==> config.mk <==
export PLATFORM = sky130hd
export DESIGN_NAME = mmsc_top
export DESIGN_NICKNAME = d
export VERILOG_FILES = /design/src/inc/mmsc_pkg.sv /design/src/design/mmsc_settle.sv /design/src/design/mmsc_top.sv
export VERILOG_INCLUDE_DIRS = /design/src /design/src/inc
export SDC_FILE = /design/constraint.sdc
export NUM_CORES = 2
export LEC_CHECK = 0
export BUFFER_PORTS_ARGS = -buffer_cell sky130_fd_sc_hd__buf_2
export CAP_MARGIN = 20
export CORE_MARGIN = 1.5
export CORE_UTILIZATION = 30
export CTS_BUF_LIST = sky130_fd_sc_hd__clkbuf_2 sky130_fd_sc_hd__clkbuf_4 sky130_fd_sc_hd__clkbuf_8
export DETAILED_ROUTE_END_ITERATION = 8
export HOLD_SLACK_MARGIN = 0.12
export PLACE_DENSITY = 0.5
export REMOVE_ABC_BUFFERS = 1
export SYNTH_ARGS = -nofsm -noshare
export SYNTH_HDL_FRONTEND = slang
export SYNTH_SLANG_ARGS = --single-unit
==> constraint.sdc <==
create_clock -name clock -period 3.6 [get_ports clock]
set_input_delay 0.72 -clock clock [delete_from_list [all_inputs] [get_ports clock]]
set_output_delay 0.72 -clock clock [all_outputs]
set_load 0.02 [all_outputs]
==> src/inc/mmsc_defs.svh <==
// Constants of the module management status and control block.
// Assumes a 10 MHz management clock; included by bare name.
`ifndef MMSC_DEFS_SVH
`define MMSC_DEFS_SVH

// Clock rate and derived cycle scales
`define MMSC_CLK_HZ 10000000
`define MMSC_CYC_PER_MS (`MMSC_CLK_HZ / 1000)
`define MMSC_CYC_PER_US (`MMSC_CLK_HZ / 1000000)
// Cycles reserved for pin synchronisers and output flops
`define MMSC_MARGIN_CYC 4

// Latency limits, each in its own unit
`define MMSC_T_DATA_MS 2000
`define MMSC_T_MASK_MS 100
`define MMSC_T_PDOWN_ON_MS 100
`define MMSC_T_PDOWN_OFF_MS 300
`define MMSC_T_LPPIN_ON_US 100
`define MMSC_T_RXSQ_ON_US 80
`define MMSC_T_RXSQ_OFF_MS 1
`define MMSC_T_TXSQ_MS 400
`define MMSC_T_TXDIS_ON_MS 100
`define MMSC_T_TXDIS_OFF_MS 400
`define MMSC_T_RXDIS_MS 100
`define MMSC_T_SQDIS_MS 100

// Link clock watchdog: cycles without a link clock edge
`define MMSC_LINK_TIMEOUT 8'h10

// Serial bus address (7-bit form of A0h)
`define MMSC_DEV_ADDR 7'h50

// Memory map
`define MMSC_A_STATUS 8'h02
`define MMSC_A_LOS 8'h03
`define MMSC_A_FAULT 8'h04
`define MMSC_A_TXDIS 8'h56
`define MMSC_A_PWR 8'h5d
`define MMSC_A_MASK_LOS 8'h64
`define MMSC_A_MASK_FLT 8'h65
`define MMSC_A_PAGE 8'h7f
`define MMSC_A_SQDIS 8'hf0
`define MMSC_A_RXDIS 8'hf1
`define MMSC_PAGE_CTRL 8'h03
`define MMSC_UPPER_BIT 7

// Field positions
`define MMSC_B_DNR 0
`define MMSC_B_ALERT 1
`define MMSC_B_LPREQ 1

`endif

==> src/inc/mmsc_pkg.sv <==
// Types of the module management status and control block.
// Assumes four electrical lanes muxed onto two optical lanes.
package mmsc_pkg;

  // Latched event flags
  typedef struct packed {
    logic [3:0] tx_fault;
    logic [3:0] tx_los;
    logic [3:0] rx_los;
  } mmsc_flags_t;

  // Software controls held in the memory
  typedef struct packed {
    logic [3:0] rx_dis;
    logic [3:0] rx_sqdis;
    logic [3:0] tx_sqdis;
    logic [3:0] tx_dis;
    logic lp_req;
  } mmsc_ctrl_t;

  // Host side memory transaction
  typedef struct packed {
    logic [6:0] dev;
    logic [7:0] addr;
    logic [7:0] wdata;
    logic rd;
    logic wr;
  } mmsc_req_t;

  // Start-up sequence
  typedef enum logic [1:0] {
    MMSC_ST_INIT = 2'b01,
    MMSC_ST_RUN = 2'b10
  } mmsc_state_t;

endpackage

==> src/design/mmsc_settle.sv <==
// Level follower with separate rise and fall latency.
// Assumes input and output in the one management clock domain.
module mmsc_settle
  import mmsc_pkg::*;
#(
  parameter logic [24:0] ON_CYC = 25'h1,
  parameter logic [24:0] OFF_CYC = 25'h1
) (
  // Clock and reset
  input wire logic clock,
  input wire logic rst_n,
  // Level in and settled level out
  input wire logic d_i,
  output logic q_o
);

  logic [24:0] cnt_q;
  logic q_q;

  // Target count for the pending change
  wire logic [24:0] limit = d_i ? ON_CYC : OFF_CYC;
  wire logic differ = d_i != q_q;
  wire logic done = differ && (cnt_q >= limit - 25'h1);

  // Count while the input differs, restart when it agrees
  always_ff @(posedge clock or negedge rst_n) begin
    if (!rst_n) begin
      cnt_q <= 25'h0;
      q_q <= 1'b0;
    end else begin
      cnt_q <= (differ && !done) ? cnt_q + 25'h1 : 25'h0;
      if (done) begin
        q_q <= d_i;
      end
    end
  end

  assign q_o = q_q;

endmodule

==> src/design/mmsc_top.sv <==
// Management status and control of a pluggable optical module.
// Assumes host transactions decoded from the two-wire bus, one per cycle,
// and link-side conditions arriving asynchronously on pins.
`include "mmsc_defs.svh"

module mmsc_top
  import mmsc_pkg::*;
#(
  parameter logic [24:0] INIT_CYC =
    25'(`MMSC_T_DATA_MS * `MMSC_CYC_PER_MS - `MMSC_MARGIN_CYC),
  parameter logic [24:0] MASK_CYC =
    25'(`MMSC_T_MASK_MS * `MMSC_CYC_PER_MS - `MMSC_MARGIN_CYC),
  parameter logic [24:0] LP_ON_CYC =
    25'(`MMSC_T_PDOWN_ON_MS * `MMSC_CYC_PER_MS - `MMSC_MARGIN_CYC),
  parameter logic [24:0] LP_OFF_CYC =
    25'(`MMSC_T_PDOWN_OFF_MS * `MMSC_CYC_PER_MS - `MMSC_MARGIN_CYC),
  parameter logic [24:0] RXSQ_OFF_CYC =
    25'(`MMSC_T_RXSQ_OFF_MS * `MMSC_CYC_PER_MS - `MMSC_MARGIN_CYC),
  parameter logic [24:0] TXSQ_CYC =
    25'(`MMSC_T_TXSQ_MS * `MMSC_CYC_PER_MS - `MMSC_MARGIN_CYC),
  parameter logic [24:0] TXDIS_ON_CYC =
    25'(`MMSC_T_TXDIS_ON_MS * `MMSC_CYC_PER_MS - `MMSC_MARGIN_CYC),
  parameter logic [24:0] TXDIS_OFF_CYC =
    25'(`MMSC_T_TXDIS_OFF_MS * `MMSC_CYC_PER_MS - `MMSC_MARGIN_CYC),
  parameter logic [24:0] RXDIS_CYC =
    25'(`MMSC_T_RXDIS_MS * `MMSC_CYC_PER_MS - `MMSC_MARGIN_CYC),
  parameter logic [24:0] SQDIS_CYC =
    25'(`MMSC_T_SQDIS_MS * `MMSC_CYC_PER_MS - `MMSC_MARGIN_CYC)
) (
  // Clock and reset
  input wire logic clock,
  input wire logic rst_n,
  // Host memory transaction, one-cycle strobes
  input wire mmsc_req_t req_i,
  output logic [7:0] rdata_q,
  output logic ack_q,
  // Asynchronous link-side conditions and pins
  input wire logic link_clk,
  input wire logic [3:0] rx_los_i,
  input wire logic [3:0] tx_los_i,
  input wire logic [3:0] tx_fault_i,
  input wire logic lp_mode_i,
  // Open-drain alert, active low
  output logic module_alert_n_o,
  output logic module_alert_n_oe_n,
  // Datapath controls
  output logic low_power_q,
  output logic [1:0] tx_out_en_q,
  output logic [3:0] rx_out_en_q,
  output logic data_ready_q
);

  // Receive squelch assert count sits below the 4096 parameter threshold
  localparam logic [24:0] RXSQ_ON_CYC =
    25'(`MMSC_T_RXSQ_ON_US * `MMSC_CYC_PER_US - `MMSC_MARGIN_CYC);
  localparam logic [24:0] LPPIN_CYC =
    25'(`MMSC_T_LPPIN_ON_US * `MMSC_CYC_PER_US - `MMSC_MARGIN_CYC);

  // ---------------------------------------------------------------
  // Pin synchronisers
  // ---------------------------------------------------------------
  logic [13:0] sync1_q;
  logic [13:0] sync2_q;

  // Two flops for every asynchronous input
  always_ff @(posedge clock or negedge rst_n) begin
    if (!rst_n) begin
      sync1_q <= 14'h0;
      sync2_q <= 14'h0;
    end else begin
      sync1_q <= {link_clk, lp_mode_i, tx_fault_i, tx_los_i, rx_los_i};
      sync2_q <= sync1_q;
    end
  end

  wire logic [3:0] rx_los_s = sync2_q[3:0];
  wire logic [3:0] tx_los_s = sync2_q[7:4];
  wire logic [3:0] tx_fault_s = sync2_q[11:8];
  wire logic lp_pin_s = sync2_q[12];
  wire logic link_clk_s = sync2_q[13];

  // ---------------------------------------------------------------
  // Link clock activity watchdog
  // ---------------------------------------------------------------
  logic link_clk_d_q;
  logic [7:0] link_idle_q;

  // Count cycles since the last link clock edge
  always_ff @(posedge clock or negedge rst_n) begin
    if (!rst_n) begin
      link_clk_d_q <= 1'b0;
      link_idle_q <= 8'h0;
    end else begin
      link_clk_d_q <= link_clk_s;
      if (link_clk_d_q != link_clk_s) begin
        link_idle_q <= 8'h0;
      end else if (link_idle_q != `MMSC_LINK_TIMEOUT) begin
        link_idle_q <= link_idle_q + 8'h1;
      end
    end
  end

  wire logic link_dead = link_idle_q == `MMSC_LINK_TIMEOUT;
  // Transmit input lost per lane: pin flag or no link clock
  wire logic [3:0] tx_in_lost = tx_los_s | {4{link_dead}};

  // ---------------------------------------------------------------
  // Start-up sequence
  // ---------------------------------------------------------------
  mmsc_state_t state_q;
  logic [24:0] init_cnt_q;
  wire logic init_done = init_cnt_q >= INIT_CYC - 25'h1;

  // Hold not-ready until the start-up count expires
  always_ff @(posedge clock or negedge rst_n) begin
    if (!rst_n) begin
      state_q <= MMSC_ST_INIT;
      init_cnt_q <= 25'h0;
    end else begin
      unique case (state_q)
        MMSC_ST_INIT: begin
          init_cnt_q <= init_cnt_q + 25'h1;
          if (init_done) begin
            state_q <= MMSC_ST_RUN;
          end
        end
        MMSC_ST_RUN: begin
          init_cnt_q <= 25'h0;
        end
      endcase
    end
  end

  wire logic running = state_q == MMSC_ST_RUN;

  // ---------------------------------------------------------------
  // Memory decode
  // ---------------------------------------------------------------
  logic [7:0] page_q;
  mmsc_ctrl_t ctrl_q;
  logic [11:0] mask_q;
  mmsc_flags_t flags_q;
  logic ready_flag_q;
  logic alert_q;

  // Hit on a location, upper half only on the given page
  function automatic logic at(input logic [7:0] a, input logic [7:0] pg,
                              input logic [7:0] loc, input logic [7:0] want);
    at = (a == loc) && (!loc[`MMSC_UPPER_BIT] || pg == want);
  endfunction

  wire logic sel = req_i.dev == `MMSC_DEV_ADDR;
  wire logic do_rd = sel && req_i.rd;
  wire logic do_wr = sel && req_i.wr;
  wire logic [7:0] a = req_i.addr;
  wire logic [7:0] pctl = `MMSC_PAGE_CTRL;

  wire logic hit_status = at(a, page_q, `MMSC_A_STATUS, pctl);
  wire logic hit_los = at(a, page_q, `MMSC_A_LOS, pctl);
  wire logic hit_fault = at(a, page_q, `MMSC_A_FAULT, pctl);
  wire logic hit_txdis = at(a, page_q, `MMSC_A_TXDIS, pctl);
  wire logic hit_pwr = at(a, page_q, `MMSC_A_PWR, pctl);
  wire logic hit_mlos = at(a, page_q, `MMSC_A_MASK_LOS, pctl);
  wire logic hit_mflt = at(a, page_q, `MMSC_A_MASK_FLT, pctl);
  wire logic hit_page = at(a, page_q, `MMSC_A_PAGE, pctl);
  wire logic hit_sqdis = at(a, page_q, `MMSC_A_SQDIS, pctl);
  wire logic hit_rxdis = at(a, page_q, `MMSC_A_RXDIS, pctl);

  // Status byte: not-ready in bit 0, alert soft copy in bit 1
  wire logic [7:0] status_byte = 8'({alert_q, !running} << `MMSC_B_DNR);

  // Read data selection; every other location, monitors too, reads zero
  wire logic [7:0] rd_mux =
    hit_status ? status_byte :
    hit_los ? {flags_q.tx_los, flags_q.rx_los} :
    hit_fault ? {4'h0, flags_q.tx_fault} :
    hit_txdis ? {4'h0, ctrl_q.tx_dis} :
    hit_pwr ? 8'({ctrl_q.lp_req} << `MMSC_B_LPREQ) :
    hit_mlos ? mask_q[7:0] :
    hit_mflt ? {4'h0, mask_q[11:8]} :
    hit_page ? page_q :
    hit_sqdis ? {ctrl_q.rx_sqdis, ctrl_q.tx_sqdis} :
    hit_rxdis ? {ctrl_q.rx_dis, 4'h0} :
    8'h00;

  // Read answer registered one cycle after the strobe
  always_ff @(posedge clock or negedge rst_n) begin
    if (!rst_n) begin
      rdata_q <= 8'h00;
      ack_q <= 1'b0;
    end else begin
      ack_q <= do_rd || do_wr;
      if (do_rd) begin
        rdata_q <= rd_mux;
      end
    end
  end

  // Writable controls; all volatile, zero after reset
  always_ff @(posedge clock or negedge rst_n) begin
    if (!rst_n) begin
      page_q <= 8'h00;
      ctrl_q <= '0;
      mask_q <= 12'h0;
    end else if (do_wr) begin
      if (hit_page) page_q <= req_i.wdata;
      if (hit_txdis) ctrl_q.tx_dis <= req_i.wdata[3:0];
      if (hit_pwr) ctrl_q.lp_req <= req_i.wdata[`MMSC_B_LPREQ];
      if (hit_mlos) mask_q[7:0] <= req_i.wdata;
      if (hit_mflt) mask_q[11:8] <= req_i.wdata[3:0];
      if (hit_sqdis) {ctrl_q.rx_sqdis, ctrl_q.tx_sqdis} <= req_i.wdata;
      if (hit_rxdis) ctrl_q.rx_dis <= req_i.wdata[7:4];
    end
  end

  // ---------------------------------------------------------------
  // Latched flags and alert
  // ---------------------------------------------------------------
  wire mmsc_flags_t cond = '{tx_fault: tx_fault_s, tx_los: tx_in_lost,
                             rx_los: rx_los_s};
  wire logic [11:0] clr_flags = {{4{do_rd && hit_fault}}, {8{do_rd && hit_los}}};
  wire logic clr_ready = do_rd && hit_status;
  logic [11:0] mask_eff;

  // Conditions set flags; a read clears, a set in the same cycle wins
  always_ff @(posedge clock or negedge rst_n) begin
    if (!rst_n) begin
      flags_q <= '0;
      ready_flag_q <= 1'b0;
    end else begin
      flags_q <= (flags_q & ~clr_flags) | cond;
      ready_flag_q <= (ready_flag_q && !clr_ready) ||
                      (state_q == MMSC_ST_INIT && init_done);
    end
  end

  // Alert from unmasked flags or the ready event; released on clear
  wire logic alert_d = ready_flag_q || |(flags_q & ~mask_eff);

  always_ff @(posedge clock or negedge rst_n) begin
    if (!rst_n) begin
      alert_q <= 1'b0;
      module_alert_n_o <= 1'b0;
      module_alert_n_oe_n <= 1'b1;
    end else begin
      alert_q <= alert_d;
      module_alert_n_o <= 1'b0;
      module_alert_n_oe_n <= !alert_d;
    end
  end

  // ---------------------------------------------------------------
  // Settled controls, each on its own latency counter
  // ---------------------------------------------------------------
  logic lp_soft_eff;
  logic lp_pin_eff;
  logic [1:0] txdis_eff;
  logic [3:0] rxdis_eff;
  logic [3:0] txsqd_eff;
  logic [3:0] rxsqd_eff;
  logic [3:0] rxsq;
  logic [1:0] txsq;

  mmsc_settle #(.ON_CYC(LP_ON_CYC), .OFF_CYC(LP_OFF_CYC)) u_lp_soft (
    .clock(clock), .rst_n(rst_n), .d_i(ctrl_q.lp_req), .q_o(lp_soft_eff));
  mmsc_settle #(.ON_CYC(LPPIN_CYC), .OFF_CYC(LP_OFF_CYC)) u_lp_pin (
    .clock(clock), .rst_n(rst_n), .d_i(lp_pin_s), .q_o(lp_pin_eff));

  genvar gi;
  generate
    for (gi = 0; gi < 12; gi++) begin : g_mask
      mmsc_settle #(.ON_CYC(MASK_CYC), .OFF_CYC(MASK_CYC)) u_m (
        .clock(clock), .rst_n(rst_n), .d_i(mask_q[gi]), .q_o(mask_eff[gi]));
    end
    for (gi = 0; gi < 4; gi++) begin : g_lane
      mmsc_settle #(.ON_CYC(RXDIS_CYC), .OFF_CYC(RXDIS_CYC)) u_rxdis (
        .clock(clock), .rst_n(rst_n), .d_i(ctrl_q.rx_dis[gi]),
        .q_o(rxdis_eff[gi]));
      mmsc_settle #(.ON_CYC(SQDIS_CYC), .OFF_CYC(SQDIS_CYC)) u_txsqd (
        .clock(clock), .rst_n(rst_n), .d_i(ctrl_q.tx_sqdis[gi]),
        .q_o(txsqd_eff[gi]));
      mmsc_settle #(.ON_CYC(SQDIS_CYC), .OFF_CYC(SQDIS_CYC)) u_rxsqd (
        .clock(clock), .rst_n(rst_n), .d_i(ctrl_q.rx_sqdis[gi]),
        .q_o(rxsqd_eff[gi]));
      mmsc_settle #(.ON_CYC(RXSQ_ON_CYC), .OFF_CYC(RXSQ_OFF_CYC)) u_rxsq (
        .clock(clock), .rst_n(rst_n), .d_i(rx_los_s[gi]), .q_o(rxsq[gi]));
    end
    // Two electrical lanes share one optical lane
    for (gi = 0; gi < 2; gi++) begin : g_opt
      mmsc_settle #(.ON_CYC(TXDIS_ON_CYC), .OFF_CYC(TXDIS_OFF_CYC)) u_txdis (
        .clock(clock), .rst_n(rst_n), .d_i(|ctrl_q.tx_dis[2*gi +: 2]),
        .q_o(txdis_eff[gi]));
      mmsc_settle #(.ON_CYC(TXSQ_CYC), .OFF_CYC(TXSQ_CYC)) u_txsq (
        .clock(clock), .rst_n(rst_n), .d_i(|tx_in_lost[2*gi +: 2]),
        .q_o(txsq[gi]));
    end
  endgenerate

  // ---------------------------------------------------------------
  // Datapath control outputs
  // ---------------------------------------------------------------
  wire logic lp_eff = lp_soft_eff || lp_pin_eff;
  // Squelch applies unless any lane of the pair disables it
  wire logic [1:0] tx_sq_on = txsq & ~{|txsqd_eff[3:2], |txsqd_eff[1:0]};
  wire logic [3:0] rx_sq_on = rxsq & ~rxsqd_eff;

  always_ff @(posedge clock or negedge rst_n) begin
    if (!rst_n) begin
      low_power_q <= 1'b0;
      tx_out_en_q <= 2'h0;
      rx_out_en_q <= 4'h0;
      data_ready_q <= 1'b0;
    end else begin
      low_power_q <= lp_eff;
      tx_out_en_q <= ~(txdis_eff | tx_sq_on | {2{lp_eff}});
      rx_out_en_q <= ~(rxdis_eff | rx_sq_on | {4{lp_eff}});
      data_ready_q <= running;
    end
  end

endmodule

# Word-level counts from Yosys, hierarchy flattened
# Cells that the tools add are included.
dict set report classes {
  bitwise_logic 16
  n_eq_ne 51
  mux 55
  n_lt_le_gt_ge 35
  n_reduce_logical 134
  n_addsub 44
}
# op count
set ops {}
lappend ops {{adder 25 x 1 -> 25 bit (second input constant)} 35}
lappend ops {{2-to-1 mux 25 bit} 34}
lappend ops {{>= comparator 25 x 20 -> 1 bit (second input constant)} 24}
lappend ops {{>= comparator 25 bit} 8}
lappend ops {{subtractor 25 x 1 -> 25 bit (second input constant)} 8}
lappend ops {{2-to-1 mux 8 bit} 12}
lappend ops {{2-to-1 mux 22 bit} 4}
lappend ops {{logical AND 1 bit} 77}
lappend ops {{2-to-1 mux 14 bit} 4}
lappend ops {{>= comparator 25 x 22 -> 1 bit (second input constant)} 2}
lappend ops {{case mux 25 bit (2 select lines)} 1}
lappend ops {{== test 8 x 7 -> 1 bit (second input constant)} 5}
lappend ops {{logical NOT 1 bit} 37}
lappend ops {{!= test 1 bit} 35}
lappend ops {{>= comparator 25 bit (second input constant)} 1}
lappend ops {{bitwise AND 12 bit} 2}
lappend ops {{== test 8 x 2 -> 1 bit (second input constant)} 3}
lappend ops {{inverter 12 bit} 2}
lappend ops {{== test 8 bit (second input constant)} 2}
lappend ops {{AND reduction 2 bit} 8}
lappend ops {{bitwise OR 12 bit} 1}
lappend ops {{bitwise OR 4 bit} 3}
lappend ops {{OR reduction 12 bit} 1}
lappend ops {{OR reduction 2 bit} 6}
lappend ops {{14 further kinds} 20}
dict set report totals {
  ff_bits 1017
  output_inout_bits 19
  elab_cells 429
  inputBits 41
}

# Longest topological paths before layout
dict set report depth {
  depth_word 12
  depth_mapped 10
  depth_no_buf 9
}

# Modules after synthesis
# From an unflattened synthesis, not the netlist that was laid out.
dict set report unflattened {
  cells_unflattened 4560
  area_unflattened_um2 49169.7
}
# module area_per_inst_um2 cells_each instances
set modules_own_cells {}
lappend modules_own_cells {{mmsc_settle (g_lane[0].u_rxdis ...)} 1270.0 118 24}
lappend modules_own_cells {mmsc_top 5743.0 501 1}
lappend modules_own_cells {{mmsc_settle (g_lane[0].u_rxsq ...)} 1133.6 101 4}
lappend modules_own_cells {{mmsc_settle (g_opt[0].u_txdis ...)} 1406.3 140 2}
lappend modules_own_cells {{mmsc_settle (g_opt[0].u_txsq ...)} 1345.0 127 2}
lappend modules_own_cells {{mmsc_settle (u_lp_pin)} 1514.0 151 1}
lappend modules_own_cells {{mmsc_settle (u_lp_soft)} 1396.3 138 1}

# Worst setup path before layout
# OpenSTA, ideal clock, no wires.
dict set report synth_path {
  kind {register -> register}
  from {register ctrl_q[3] (netlist name)}
  to {register g_opt[1].u_txdis.q_q}
  stages_incl_launch_ff 10
  path_slack_ps 1188
  arrival_time_ps 2287
  path_buffers 0
  path_cell_list {dfrtp_1 > nor2_2 > inv_1 > ha_1 > nand2_1 > a311o_1 > a211oi_1 > o21ai_0 > a21oi_1 > mux2_2}
}
dict set report synth_between {
  elab_chain_cells 5
  word_cells_on_any_way 6
  classes_between {add/sub: 1; order compare: 1; eq/ne: 1; mux: 1; reduce/logical: 2}
}
# item line
set synth_rtl {}
lappend synth_rtl {{start: declaration} mmsc_top.sv:140} ;# mmsc_ctrl_t ctrl_q;
lappend synth_rtl {{OR reduction 2 bit (*)} mmsc_top.sv:291} ;# .clock(clock), .rst_n(rst_n), .d_i(|ctrl_q.tx_dis[2*gi +: 2]),
lappend synth_rtl {{2-to-1 mux 22 bit} mmsc_settle.sv:21} ;# wire logic [24:0] limit = d_i ? ON_CYC : OFF_CYC;
lappend synth_rtl {{subtractor 25 x 1 -> 25 bit} mmsc_settle.sv:23} ;# wire logic done = differ && (cnt_q >= limit - 25'h1);
lappend synth_rtl {{>= comparator 25 bit} mmsc_settle.sv:23}
lappend synth_rtl {{logical AND 1 bit} mmsc_settle.sv:23}
lappend synth_rtl {{end signal: assignment} mmsc_settle.sv:33} ;# q_q <= d_i;
lappend synth_rtl {{end: declaration} mmsc_settle.sv:18} ;# logic q_q;
# Every way passes the cells marked *; elsewhere a longest branch is shown, timed or not.
# A chain may end at the register's enable or synchronous reset.

# Worst setup path after layout
dict set report layout_path {
  from {register ctrl_q[1] (netlist name)}
  to {register g_opt[0].u_txdis.cnt_q[10]}
}
dict set report layout_between {
  elab_chain_cells 8
  word_cells_on_any_way 9
  classes_between {add/sub: 1; order compare: 1; eq/ne: 1; mux: 2; reduce/logical: 4}
}
# item line
set layout_rtl {}
lappend layout_rtl {{OR reduction 2 bit (*)} mmsc_top.sv:291}
lappend layout_rtl {{2-to-1 mux 22 bit} mmsc_settle.sv:21}
lappend layout_rtl {{subtractor 25 x 1 -> 25 bit} mmsc_settle.sv:23}
lappend layout_rtl {{>= comparator 25 bit} mmsc_settle.sv:23}
lappend layout_rtl {{logical AND 1 bit} mmsc_settle.sv:23}
lappend layout_rtl {{logical NOT 1 bit} mmsc_settle.sv:31} ;# cnt_q <= (differ && !done) ? cnt_q + 25'h1 : 25'h0;
lappend layout_rtl {{logical AND 1 bit (*)} mmsc_settle.sv:31}
lappend layout_rtl {{2-to-1 mux 25 bit (*)} mmsc_settle.sv:31}
lappend layout_rtl {{end signal: assignment} mmsc_settle.sv:31}
lappend layout_rtl {{end: declaration} mmsc_settle.sv:17} ;# logic [24:0] cnt_q;
# Marked as above.

==> results.py <==
metrics = {
    "run_status": {
        "status": "finished clean",
    },
    "floorplan": {
        "die_y_um": 394,
        "fp.dieW_um": 394,
        "design.die.area_mm2": 0.155,
        "ios": 60,
        "core_mm2": 0.152,
        "num_rows": 143,
        "initial_core_util_pct": 30.2,
    },
    "worst_setup_path": {
        "crit_family": "simple AND/OR/NAND/NOR gates",
        "crit_top_cell": "nor2_1",
        "crit_slowest_cell": "dfrtp_1",
        "cp-end-kind": "flop",
        "path_buf_inv": 2,
        "regToRegEndpoint": "g_opt[0].u_txdis.cnt_q[10]",
        "crit_cells": 10,
        "setup.worst_path.start": "ctrl_q[1]",
        "cp_cell_sequence": "nor2_1 -> inv_1 -> ha_1 -> a211o_1 -> a311oi_1 -> nor2_1 -> o31ai_1 -> nand3_1 -> buf_4 -> nor2_1",
        "rrSetupSlack_ns": 0.63,
        "critPathLaunchType": "flop",
        "crit_end": "g_opt[0].u_txdis.cnt_q[10]",
        "path_max_fanout": 15,
        "rr_worst_depth": 10,
        "crit_arrival_ns": 3.76,
        "critPathRequiredTime_ns": 4.39,
        "rr_startpoint": "ctrl_q[1]",
        "path_class": "reg2reg",
        "crit_path_max_incr_delay_ns": 0.41,
    },
    "sta": {
        "finalWorstSetupSlack_ns": 0.629,
        "finalClockSkew_ns": 0.0400,
        "finalSetupViolCount": 0,
        "max_slew.worst_pin.slew_ns": 0.909,
        "hold_viol_final": 0,
        "period_share_pct": 82.5,
        "slew-limit-headroom_pct": 38.8,
        "fin_crit_ns": 2.97,
        "drv_slew": 0,
        "rsz0062_at_grt": "no",
        "fmax_ghz": 0.337,
        "whs_ns": 0.340,
        "setup_tns_ns": 0,
    },
    "clocking": {
        "clk_path_buf_depth": 3,
        "cts_buffers": 178,
        "cts_tree": "done",
        "clock-sinks": 1017,
        "clkTransAtPathRegs_ns": 0.06,
        "cts_root_buf": "clkbuf_8",
        "cts_setup_buffers": 0,
        "clock_latency_ns": 0.86,
        "htreeDepth": 4,
    },
    "detailed_routing": {
        "wl_per_cell_um": 13.6,
        "viasPerCell": 4.48,
        "antenna_left": 0,
        "dr.max_layer_used": "met5",
        "dr_wl_met3_um": 4280,
        "wl_um": 94900,
        "drt_iter0_drc": 1673,
        "drt_pass1_iterations": 5,
        "vias": 31300,
        "drc": 0,
        "routedLengthMet1_um": 48200,
        "wl_met2_um": 40300,
    },
    "yosys": {
        "synth_ff_type": "dfrtp_1",
        "async_reset_ff_share_pct": 100,
        "synth_top_area_share_pct": 55.4,
        "synth_seq_cells": 1017,
        "syn_avg_cell_area_um2": 10.4,
        "synthMostInstantiatedCell": "dfrtp_1",
        "synth_edf_count": 0,
        "yosysWarnings": 0,
        "synth_top_cell_by_area": "dfrtp_1",
        "synth.top_cells.by_count": "dfrtp_1 (1,015), nor2_1 (915), xor2_1 (381)",
        "synthTopCellsByArea": "dfrtp_1 (55%), nor2_1 (7.5%), xor2_1 (7.3%)",
        "yosysSeqAreaShare_pct": 55.5,
        "synth_area_mm2": 0.0458,
        "synthCells": 4416,
        "synth_cell_types": 96,
    },
    "placement": {
        "pre_cts_ws_ns": 0.654,
        "post-dp-hpwl_um": 64000,
        "io_buffers": 58,
        "place.gp.congestion": 0.807,
    },
    "power_and_ir_drop": {
        "finalPower_mw": 23.4,
        "p_int_mw": 18.1,
        "vdd_drop_max_mv": 0.232,
        "pwr-share-seq_pct": 49.8,
        "p_per_area_mw_per_mm2": 438,
        "power.share.clock_pct": 48.1,
        "switchingPower_mw": 5.31,
        "cellLeakagePower_nw": 22.4,
        "p_sw_share_pct": 22.7,
        "p_comb_share_pct": 2.1,
    },
    "run": {
        "drv_cap": 0,
    },
    "hold_path": {
        "min_path_type": "reg2reg",
    },
    "global_routing": {
        "antenna_found_initial": 14,
        "grt_usage_pct": 12.5,
        "overflow": 0,
        "grt_pass1_vias": 31500,
        "grt_max_degree": 101,
        "grt_pass1_wl_um": 162000,
    },
    "layout": {
        "nets": 4919,
        "utilization_pct": 35.2,
        "syn_to_final_growth_pct": 16.5,
        "drive_gt1_share_pct": 11.2,
        "fillers": 15500,
    },
}
==> stage by stage <==
| stage | instances | area (um2) |
|---|---|---|
| floorplan | 4492 | 45900 |
| global placement | 6630 | 49300 |
| detailed placement | 6630 | 49300 |
| CTS | 6975 | 53400 |
| global route | 6977 | 53400 |
| finish | 6980 | 53400 |
==> metal layers <==
metal | global-route usage (%) | up-vias
li1 | - | 15600
met1 | 18.1 | 15100
met2 | 18.4 | 425
met3 | 2.84 | 157
met4 | 4.13 | 2
met5 | 0 | -
==> power by group through the flow <==
| stage | registers (mW) | clock network [mW] | logic [mW] |
|---|---|---|---|
| 2_1_floorplan | 11.8 | 0 | 0.114 |
| 3_3_place_gp | 11.8 | 0 | 0.497 |
| 3_5_place_dp | 11.8 | 0 | 0.501 |
| 4_1_cts | 11.6 | 11.7 | 0.528 |
| 5_1_grt | 11.6 | 12.2 | 0.591 |
| 6_report | 11.6 | 11.2 | 0.501 |
==> worst min-delay path by stage <==
| stage | start | to | slack, ns | depth (start not counted) |
|---|---|---|---|---|
| after floorplan | sync1_q[0] | sync2_q[0] | 0.33 | 0 |
| final | sync1_q[2] | sync2_q[2] | 0.34 | 0 |
| after global routing | req_i[13] | ctrl_q[0] | 0.31 | 4 |
| after CTS | req_i[12] | ready_flag_q | 0.24 | 4 |
| after detailed placement | sync1_q[2] | sync2_q[2] | 0.34 | 0 |
| after global placement | sync1_q[11] | sync2_q[11] | 0.33 | 0 |
==> flip-flops by register name (all words and copies together), names as in the netlist, 12 cells and up <==
register and flops:
g_lane.u_txsqd.cnt_q 100, flags_q 12, u_lp_pin.cnt_q 25, g_mask.u_m.cnt_q 300, init_cnt_q 25, g_lane.u_rxsqd.cnt_q 100, g_mask.u_m.q_o 12, g_opt.u_txdis.cnt_q 50
g_opt.u_txsq.cnt_q 50, u_lp_soft.cnt_q 25, sync1_q 14, ctrl_q 17, sync2_q 14, g_lane.u_rxsq.cnt_q 100, mask_q 12, g_lane.u_rxdis.cnt_q 100
==> logic make-up after synthesis <==
logic type / share of synthesized area, %
muxes: 1.69
adders and majority gates: 2.07
and+or+nand+nor: 21.8
other: 0.00818
xor gates and xnor gates: 12.3
buffers and inverters: 2.05
DFF: 55.5
AOI/OAI and AO/OA: 4.62
==> layout by cell type (no fill, tap or decap), types with 99 or more instances in the layout <==
master,count
nor3_1,99
nand4_1,109
xor2_1,381
dfrtp_1,1015
xnor2_1,260
clkbuf_8,231
nor2_1,914
inv_1,106
and3_1,112
nand2_1,321
conb_1,175
nand3_1,272
==> timing repair <==
| item | in CTS | in global routing |
|---|---|---|
| hold endpoints to repair | 99 | 0 |
| hold buffers | 23 | 0 |
| resized for setup | 0 | 0 |
==> layout make-up <==
type / instances / area, um2 / share of cell area, %
Antenna cell: 5 / 12.5 / 0.0234
Clock buffer: 280 / 3550 / 6.64
Clock inverter: 42 / 308 / 0.576
Inverter: 106 / 398 / 0.745
Multi-Input combinational cell: 3369 / 20100 / 37.6
Sequential cell: 1017 / 25500 / 47.7
Tap cell: 2030 / 2540 / 4.76
Timing Repair Buffer: 131 / 1040 / 1.95
(Power assumes the default switching activity.)
